--- src/logic/epc_defines.svh ---
// constants for the encoder position counters
`ifndef EPC_DEFINES_SVH
`define EPC_DEFINES_SVH

`define EPC_CNT_W        16
`define EPC_RES_W        12
`define EPC_ROT_W        12
`define EPC_PROD_W       24
`define EPC_POS_RST      16'h0000
`define EPC_IDX_RST      16'h0000
`define EPC_CNT_MAX      16'hFFFF
`define EPC_RES_RST      12'h000
`define EPC_RES_MAX      12'hFFF
`define EPC_ROT_RST      12'h000
`define EPC_ROT_MAX      12'hE0F
`define EPC_TENTHS_TURN  24'h000E10
`define EPC_RES_SHIFT    12
`define EPC_SYNC_LAT     2

`endif

--- src/logic/epc_pkg.sv ---
// types shared by the encoder position counter modules
package epc_pkg;

  // phase word is {a, b}; forward means a leads b
  typedef enum logic [1:0]
  {
    EPC_PH_00 = 2'b00,
    EPC_PH_10 = 2'b10,
    EPC_PH_11 = 2'b11,
    EPC_PH_01 = 2'b01
  } epc_phase_t;

  typedef struct packed
  {
    logic step;
    logic up;
    logic bad;
  } epc_move_t;

endpackage

--- src/logic/epc_qdec_if.sv ---
// carrier between the quadrature decoder and the counters
`timescale 1ns/10ps
interface epc_qdec_if;
  logic step;
  logic up;
  logic index_edge;
  logic bad_edge;
  logic fwd;

  modport dec
  (
    output step,
    output up,
    output index_edge,
    output bad_edge,
    output fwd
  );

  modport cnt
  (
    input step,
    input up,
    input index_edge,
    input bad_edge,
    input fwd
  );
endinterface

--- src/logic/epc_qdec.sv ---
// quadrature and index decoder with input synchronisers
`timescale 1ns/10ps
`include "epc_defines.svh"
module epc_qdec
(
  input  wire logic   clk_sys,
  input  wire logic   srst,
  input  wire logic   ce,
  input  wire logic   enc_a,
  input  wire logic   enc_b,
  input  wire logic   enc_z,
  epc_qdec_if.dec     dq
);

  logic [2:0]          sy1_q;
  logic [2:0]          sy1_d;
  logic [2:0]          sy2_q;
  logic [2:0]          sy2_d;
  epc_pkg::epc_phase_t ph_q;
  epc_pkg::epc_phase_t ph_d;
  logic                z_q;
  logic                z_d;
  logic                fwd_q;
  logic                fwd_d;
  epc_pkg::epc_move_t  mv;

  // one gray step is a count, two bits at once is noise or overspeed
  function automatic epc_pkg::epc_move_t decode
  (
    input epc_pkg::epc_phase_t prev,
    input logic [1:0]          cur
  );
    epc_pkg::epc_move_t m;
    m = '{step: 1'b0, up: 1'b0, bad: 1'b0};
    case ({prev, cur})
      4'b00_10, 4'b10_11, 4'b11_01, 4'b01_00:
        m = '{step: 1'b1, up: 1'b1, bad: 1'b0};
      4'b00_01, 4'b01_11, 4'b11_10, 4'b10_00:
        m = '{step: 1'b1, up: 1'b0, bad: 1'b0};
      4'b00_11, 4'b11_00, 4'b10_01, 4'b01_10:
        m = '{step: 1'b0, up: 1'b0, bad: 1'b1};
      default:
        m = '{step: 1'b0, up: 1'b0, bad: 1'b0};
    endcase
    return m;
  endfunction

  ////////////////////////////////////////////////////////////////////////
  always_comb
  begin
    mv    = decode(ph_q, sy2_q[2:1]);
    sy1_d = sy1_q;
    sy2_d = sy2_q;
    ph_d  = ph_q;
    z_d   = z_q;
    fwd_d = fwd_q;
    if (srst)
    begin
      sy1_d = 3'h0;
      sy2_d = 3'h0;
      ph_d  = epc_pkg::EPC_PH_00;
      z_d   = 1'b0;
      fwd_d = 1'b1;
    end
    else if (ce)
    begin
      sy1_d = {enc_a, enc_b, enc_z};
      sy2_d = sy1_q;
      // a double edge still moves the reference so it is not recounted
      ph_d  = epc_pkg::epc_phase_t'(sy2_q[2:1]);
      z_d   = sy2_q[0];
      if (mv.step)
      begin
        fwd_d = mv.up;
      end
    end
  end

  always_ff @(posedge clk_sys)
  begin
    sy1_q <= sy1_d;
    sy2_q <= sy2_d;
    ph_q  <= ph_d;
    z_q   <= z_d;
    fwd_q <= fwd_d;
  end

  assign dq.step       = ce & mv.step;
  assign dq.up         = mv.up;
  assign dq.bad_edge   = ce & mv.bad;
  assign dq.index_edge = ce & sy2_q[0] & ~z_q;
  assign dq.fwd        = fwd_q;

  ////////////////////////////////////////////////////////////////////////
  AST_ONE_EDGE_COUNTS: assert property (@(posedge clk_sys) disable iff (srst)
    ce && ($countones(sy2_q[2:1] ^ ph_q) == 1) |-> dq.step)
    else $error("single phase edge did not count");

  AST_DOUBLE_IGNORED: assert property (@(posedge clk_sys) disable iff (srst)
    (sy2_q[2:1] == ~ph_q) |-> !dq.step && (dq.bad_edge == ce))
    else $error("double phase edge was counted");

endmodule

--- src/logic/epc_top.sv ---
// encoder position counters: quadrature, index, resolver and rotor angle
`timescale 1ns/10ps
`include "epc_defines.svh"
module epc_top
#(
  parameter int CNT_W = `EPC_CNT_W,
  parameter int RES_W = `EPC_RES_W
)
(
  input  wire logic              clk_sys,
  input  wire logic              srst,
  input  wire logic              ce,
  input  wire logic              enc_a,
  input  wire logic              enc_b,
  input  wire logic              enc_z,
  input  wire logic [RES_W-1:0]  resolver_angle_in,
  output logic [CNT_W-1:0]       quadrature_position_count,
  output logic [CNT_W-1:0]       index_revolution_count,
  output logic [RES_W-1:0]       resolver_angle_value,
  output logic [`EPC_ROT_W-1:0]  rotor_angle_value,
  output logic                   direction_fwd,
  output logic                   phase_error
);

  epc_qdec_if           dq ();
  logic [CNT_W-1:0]     pos_q;
  logic [CNT_W-1:0]     pos_d;
  logic [CNT_W-1:0]     idx_q;
  logic [CNT_W-1:0]     idx_d;
  logic [RES_W-1:0]     res_q;
  logic [RES_W-1:0]     res_d;
  logic [`EPC_ROT_W-1:0] rot_q;
  logic [`EPC_ROT_W-1:0] rot_d;
  logic                 err_q;
  logic                 err_d;

  // plain modulo arithmetic gives both wrap directions for free
  function automatic logic [CNT_W-1:0] step_count
  (
    input logic [CNT_W-1:0] val,
    input logic             up
  );
    logic [CNT_W-1:0] one;
    one = CNT_W'(1);
    return up ? CNT_W'(val + one) : CNT_W'(val - one);
  endfunction

  // full resolver turn maps onto 3600 tenths; truncation keeps it below 3600
  function automatic logic [`EPC_ROT_W-1:0] to_tenths
  (
    input logic [RES_W-1:0] ang
  );
    logic [`EPC_PROD_W-1:0] prod;
    prod = `EPC_PROD_W'(ang) * `EPC_TENTHS_TURN;
    return `EPC_ROT_W'(prod >> `EPC_RES_SHIFT);
  endfunction

  ////////////////////////////////////////////////////////////////////////
  epc_qdec i_epc_qdec
  (
    .clk_sys (clk_sys),
    .srst    (srst),
    .ce      (ce),
    .enc_a   (enc_a),
    .enc_b   (enc_b),
    .enc_z   (enc_z),
    .dq      (dq.dec)
  );

  ////////////////////////////////////////////////////////////////////////
  // counters
  always_comb
  begin
    pos_d = pos_q;
    idx_d = idx_q;
    if (srst)
    begin
      pos_d = `EPC_POS_RST;
      idx_d = `EPC_IDX_RST;
    end
    else if (ce)
    begin
      // every lone edge of A or B is one count, so one pulse is four
      if (dq.step)
      begin
        pos_d = step_count(pos_q, dq.up);
      end
      // index has no phase of its own; it follows the last seen direction
      if (dq.index_edge)
      begin
        idx_d = step_count(idx_q, dq.fwd);
      end
    end
  end

  always_ff @(posedge clk_sys)
  begin
    pos_q <= pos_d;
    idx_q <= idx_d;
  end

  ////////////////////////////////////////////////////////////////////////
  // angle monitors
  always_comb
  begin
    res_d = res_q;
    rot_d = rot_q;
    err_d = 1'b0;
    if (srst)
    begin
      res_d = `EPC_RES_RST;
      rot_d = `EPC_ROT_RST;
    end
    else if (ce)
    begin
      res_d = resolver_angle_in;
      rot_d = to_tenths(resolver_angle_in);
      err_d = dq.bad_edge;
    end
    else
    begin
      err_d = err_q;
    end
  end

  always_ff @(posedge clk_sys)
  begin
    res_q <= res_d;
    rot_q <= rot_d;
    err_q <= err_d;
  end

  assign quadrature_position_count = pos_q;
  assign index_revolution_count    = idx_q;
  assign resolver_angle_value      = res_q;
  assign rotor_angle_value         = rot_q;
  assign direction_fwd             = dq.fwd;
  assign phase_error               = err_q;

  ////////////////////////////////////////////////////////////////////////
  // helper: four forward steps in a row should add exactly four
  logic [2:0]       run_q;
  logic [2:0]       run_d;
  logic [CNT_W-1:0] base_q;
  logic [CNT_W-1:0] base_d;

  always_comb
  begin
    run_d  = run_q;
    base_d = base_q;
    if (srst || !ce || (dq.step && !dq.up))
    begin
      run_d  = 3'h0;
      base_d = pos_q;
    end
    else if (dq.step && run_q == 3'h0)
    begin
      run_d  = 3'h1;
      base_d = pos_q;
    end
    else if (dq.step && run_q < 3'h4)
    begin
      run_d = run_q + 3'h1;
    end
  end

  always_ff @(posedge clk_sys)
  begin
    run_q  <= run_d;
    base_q <= base_d;
  end

  AST_FOUR_PER_PULSE: assert property (@(posedge clk_sys) disable iff (srst)
    $rose(run_q == 3'h4) |-> pos_q == CNT_W'(base_q + CNT_W'(4)))
    else $error("four forward edges did not add four");

  AST_COUNT_UP: assert property (@(posedge clk_sys) disable iff (srst)
    ce && dq.step && dq.up |=> pos_q == CNT_W'($past(pos_q) + 1'b1))
    else $error("forward step did not increment position");

  AST_COUNT_DOWN: assert property (@(posedge clk_sys) disable iff (srst)
    ce && dq.step && !dq.up |=> pos_q == CNT_W'($past(pos_q) - 1'b1))
    else $error("reverse step did not decrement position");

  AST_WRAP_UP: assert property (@(posedge clk_sys) disable iff (srst)
    ce && dq.step && dq.up && pos_q == `EPC_CNT_MAX
      |=> pos_q == `EPC_POS_RST)
    else $error("position did not roll over to zero");

  AST_WRAP_DOWN: assert property (@(posedge clk_sys) disable iff (srst)
    ce && dq.step && !dq.up && pos_q == `EPC_POS_RST
      |=> pos_q == `EPC_CNT_MAX)
    else $error("position did not roll under to maximum");

  AST_HOLD_NO_EDGE: assert property (@(posedge clk_sys) disable iff (srst)
    !(ce && dq.step) |=> $stable(pos_q))
    else $error("position moved without a valid edge");

  AST_INDEX_STEP: assert property (@(posedge clk_sys) disable iff (srst)
    ce && dq.index_edge
      |=> idx_q == ($past(dq.fwd) ? CNT_W'($past(idx_q) + 1'b1)
                                  : CNT_W'($past(idx_q) - 1'b1)))
    else $error("index count did not follow direction");

  AST_RESOLVER_TRACK: assert property (@(posedge clk_sys) disable iff (srst)
    ce |=> resolver_angle_value == $past(resolver_angle_in))
    else $error("resolver angle not reported");

  AST_ROTOR_RANGE: assert property (@(posedge clk_sys) disable iff (srst)
    ce && resolver_angle_in == `EPC_RES_MAX
      |=> rotor_angle_value == `EPC_ROT_MAX)
    else $error("rotor angle at full turn is not 359.9 degrees");

  COV_FWD_WRAP: cover property (@(posedge clk_sys) disable iff (srst)
    ce && dq.step && dq.up && pos_q == `EPC_CNT_MAX);

  COV_REV_WRAP: cover property (@(posedge clk_sys) disable iff (srst)
    ce && dq.step && !dq.up && pos_q == `EPC_POS_RST);

  COV_INDEX_REV: cover property (@(posedge clk_sys) disable iff (srst)
    ce && dq.index_edge && !dq.fwd);

  COV_BAD_EDGE: cover property (@(posedge clk_sys) disable iff (srst)
    ce && dq.bad_edge);

endmodule

--- config.mk ---
export PLATFORM = sky130hd
export DESIGN_NAME = epc_top
export DESIGN_NICKNAME = d
export VERILOG_FILES = /design/src/logic/epc_pkg.sv /design/src/logic/epc_qdec_if.sv /design/src/logic/epc_qdec.sv /design/src/logic/epc_top.sv
export VERILOG_INCLUDE_DIRS = /design/src /design/src/logic
export SDC_FILE = /design/constraint.sdc
export NUM_CORES = 1
export LEC_CHECK = 0
export ABC_AREA = 1
export BUFFER_PORTS_ARGS = -buffer_cell sky130_fd_sc_hd__clkbuf_2
export CORE_ASPECT_RATIO = 0.8
export CORE_MARGIN = 4
export CORE_UTILIZATION = 50
export CTS_CLUSTER_SIZE = 30
export DETAILED_ROUTE_END_ITERATION = 8
export PLACE_DENSITY = 0.7
export RECOVER_POWER = 50
export SLEW_MARGIN = 25
export SYNTH_ARGS = -nofsm -noshare
export SYNTH_HDL_FRONTEND = slang
export SYNTH_SLANG_ARGS = --single-unit
--- constraint.sdc ---
create_clock -name clk_sys -period 4.3 [get_ports clk_sys]
set_input_delay 0.43 -clock clk_sys [delete_from_list [all_inputs] [get_ports clk_sys]]
set_output_delay 0.43 -clock clk_sys [all_outputs]
set_load 0.01 [all_outputs]
==> flow_metrics.py <==
metrics = {
    "logic_synthesis": {
        "netlist_area_um2": 5990,
        "syn_avg_cell_area_um2": 6.48,
        "ys_seq_area_frac": 0.234,
        "synth_top_cell_area_share": 0.234,
        "netlist_instances": 924,
        "yosys-top-cells-area": "dfxtp_1 (23%), ha_1 (16%), nand2_1 (15%), inv_1 (11%), nor2_1 (8.0%)",
        "yosysTopAreaCell": "dfxtp_1",
        "yosys_register_bits": 70,
        "ys_types": 35,
        "synth_nets": 1038,
        "yosys_warnings": 0,
    },
    "detailed_routing": {
        "routedWlPerCell_um": 11.9,
        "vias": 5534,
        "drt_iter0_drc": 338,
        "viasPerCell": 4.83,
        "ant_nets": 0,
        "wl_um": 13700,
        "drcViolationCount": 0,
        "drtPass1Iterations": 5,
    },
    "sta": {
        "slew_headroom": 0.221,
        "finalHoldViolations": 0,
        "finalSetupViolations": 0,
        "post-route-period-util": 0.787,
        "rsz0062_at_grt": "no",
        "slew_violations": 0,
        "fmax_mhz": 296,
        "finClkSkew_ns": 0.00599,
        "fin_crit_ns": 3.38,
        "hold-worst-slack_ns": 0.319,
        "fin_ws_ns": 0.917,
        "fin_setup_tns_ns": 0,
        "tightest_slew_ns": 1.17,
    },
    "placement": {
        "portBuffers": 75,
        "dp_hpwl_um": 10300,
        "dp_cells": 1130,
        "globalplace.congestion": 0.868,
        "place_ws_ns": 0.594,
    },
    "layout": {
        "finish.utilization": 0.579,
        "multi_input_area_um2": 3810,
        "antenna_cells": 0,
        "nFillCells": 1151,
        "instances_no_fill": 1146,
        "drive_above_1_share": 0.0461,
        "area_delta_synth_final_pct": 12.3,
        "nets": 1107,
        "regArea_um2": 1400,
    },
    "critical_path": {
        "start_kind": "input pin",
        "critPathRequiredTime_ns": 4.59,
        "worstPathMaxFanout": 3,
        "r2r_start": "i_epc_qdec.mv[1]$_DFF_P_",
        "cp-end-kind": "flop",
        "cp.arrival_ns": 3.67,
        "crit_type": "input pin to flop",
        "startpoint": "resolver_angle_in[1]",
    },
    "flow_run": {
        "maxCapViolations": 0,
    },
    "pwr": {
        "peakVddDrop_mv": 0.240,
        "p_per_area_nw_per_um2": 435,
        "p_leak_nw": 3.81,
    },
    "hold_path": {
        "worstHoldStart": "enc_b",
        "hp-class": "input pin to flop",
    },
    "clock_tree": {
        "cts-htree-levels": 3,
        "cts.clk_slew.worst_paths_ns": 0.06,
        "cts_tree": "built",
        "cts_hold_buf": 0,
        "clockBufferDepth": 2,
        "cts_sinks": 70,
        "root_buffer": "clkbuf_16",
        "post_cts_buffers": 0,
        "clkLatencyLatePin_ns": 0.34,
        "cts_inserted_buffers": 9,
        "ctsResizeCount": 0,
    },
    "global_routing": {
        "grt_usage": 0.209,
        "antenna_found_initial": 0,
        "grt_pass1_wl_um": 23600,
        "grt_overflow_total": 0,
        "grt_max_degree": 39,
        "first_global_vias": 4983,
    },
    "floorplanning": {
        "initial_core_util": 0.516,
        "core_um2": 11600,
        "fp.dieH_um": 106,
        "chipWidth_um": 130,
        "rows": 35,
        "die_area_um2": 13800,
        "io_pins": 76,
    },
    "run_status": {
        "status": "finished, final reports clean",
    },
}
[layout by cell type, fill, tap and decap left out, types with 2 or more instances in the layout]
cell,instances
xnor2_1,5
or2_0,2
nand3_1,58
nor2_2,2
o21ai_1,3
fa_1,18
nor2_1,127
inv_2,5
nand3_2,3
nand4_1,5
clkinv_2,3
nor3_1,11
bufinv_16,3
o21ai_0,36
inv_1,173
nand2_1,238
ha_1,78
clkbuf_2,16
xor2_1,11
a21oi_1,41
buf_4,2
dfxtp_1,70
o211ai_1,5
clkbuf_1,59
a31oi_1,2
clkbuf_16,9
or2_1,5
[area by class of cell]
class | count | share of cell area
tap | 148 | 0.0275
sequential | 70 | 0.208
timing repair buffer | 77 | 0.0471
multi-input combinational | 657 | 0.567
clock inverter | 7 | 0.0168
clock buffer | 9 | 0.0335
inverter | 178 | 0.0994
[path summary, 6_finish.rpt]
check	endpoint	slack, ns	depth (start not counted)
max	rotor_angle_value[7]$_SDFFE_PP0P_	0.92	19
min	i_epc_qdec.sy1_q[1]$_SDFFE_PP0P_	0.32	3
max reg2reg	quadrature_position_count[11]$_SDFFE_PP0P_	2.10	11
min reg2reg	i_epc_qdec.z_q$_SDFFE_PP0P_	0.48	2
[Yosys cell counts]
library cell and number:
nand2_1 238, inv_1 172, nor2_1 128, ha_1 78, dfxtp_1 70, nand3_1 58
a21oi_1 41, o21ai_0 35, fa_1 18, buf_2 12, xor2_1 11, nor3_1 10
inv_2 6, nand4_1 5, o211ai_1 5, or2_1 5, xnor2_1 5, clkbuf_1 4
nand3_2 3, o21ai_1 3, a31oi_1 2, or2_0 2, a211oi_1 1, a21o_1 1
and2_1 1, buf_1 1, buf_4 1, clkbuf_2 1, nand2_2 1, nand3b_1 1
nor2_2 1, nor2_4 1, nor3_2 1, o21ai_4 1, o21bai_1 1
[stage by stage]
stage | power, mW | cell area (um2)
2_1_floorplan | 1.76 | 5990
3_3_place_gp | 2.07 | 6470
3_5_place_dp | 2.08 | 6470
4_1_cts | 2.96 | 6810
5_1_grt | 3.18 | 6720
6_report | 2.92 | 6720
[flip-flops by register name, indices dropped and copies added (netlist names)]
signal,cells
i_epc_qdec.sy2_q,3
i_epc_qdec.z_q,1
index_revolution_count,16
i_epc_qdec.ph_q,2
rotor_angle_value,12
i_epc_qdec.sy1_q,3
phase_error,1
i_epc_qdec.mv,3
i_epc_qdec.dq.fwd,1
quadrature_position_count,16
resolver_angle_value,12
[metal layers]
metal	up-vias	track usage	routed length [um]
li1	3006	-	-
met1	2400	0.320	7480
met2	117	0.300	5340
met3	11	0.0405	723
met4	0	0.0477	127
met5	-	0	0
[power breakdown]
part           internal (mW)  total, mW  switching (mW)
logic                  0.464       1.28           0.817
registers              0.726      0.779          0.0526
clock network          0.564      0.864           0.301
[worst max-delay path, cell delays in order]
cell and delay [ns]:
clkbuf_2 0.12, inv_1 0.07, fa_1 0.55, inv_1 0.05, ha_1 0.27, inv_1 0.05
fa_1 0.50, inv_1 0.04, ha_1 0.29, inv_1 0.06, fa_1 0.46, inv_1 0.11
nand3_1 0.07, nand3_1 0.14, a21oi_1 0.10, or2_1 0.21, nand3_1 0.06, nand2_1 0.05
inv_1 0.04
[kinds of logic (layout without fill, tap and decap cells)]
logic type      after synthesis  after routing  share of synthesized area
buf+inv                     197            271                      0.127
compound gates               90             90                     0.0809
simple gates                455            455                      0.312
xor+xnor                     16             16                     0.0234
flops                        70             70                      0.234
fa+ha+maj                    96             96                      0.223
Note: power is estimated with default switching activity, not from simulation.
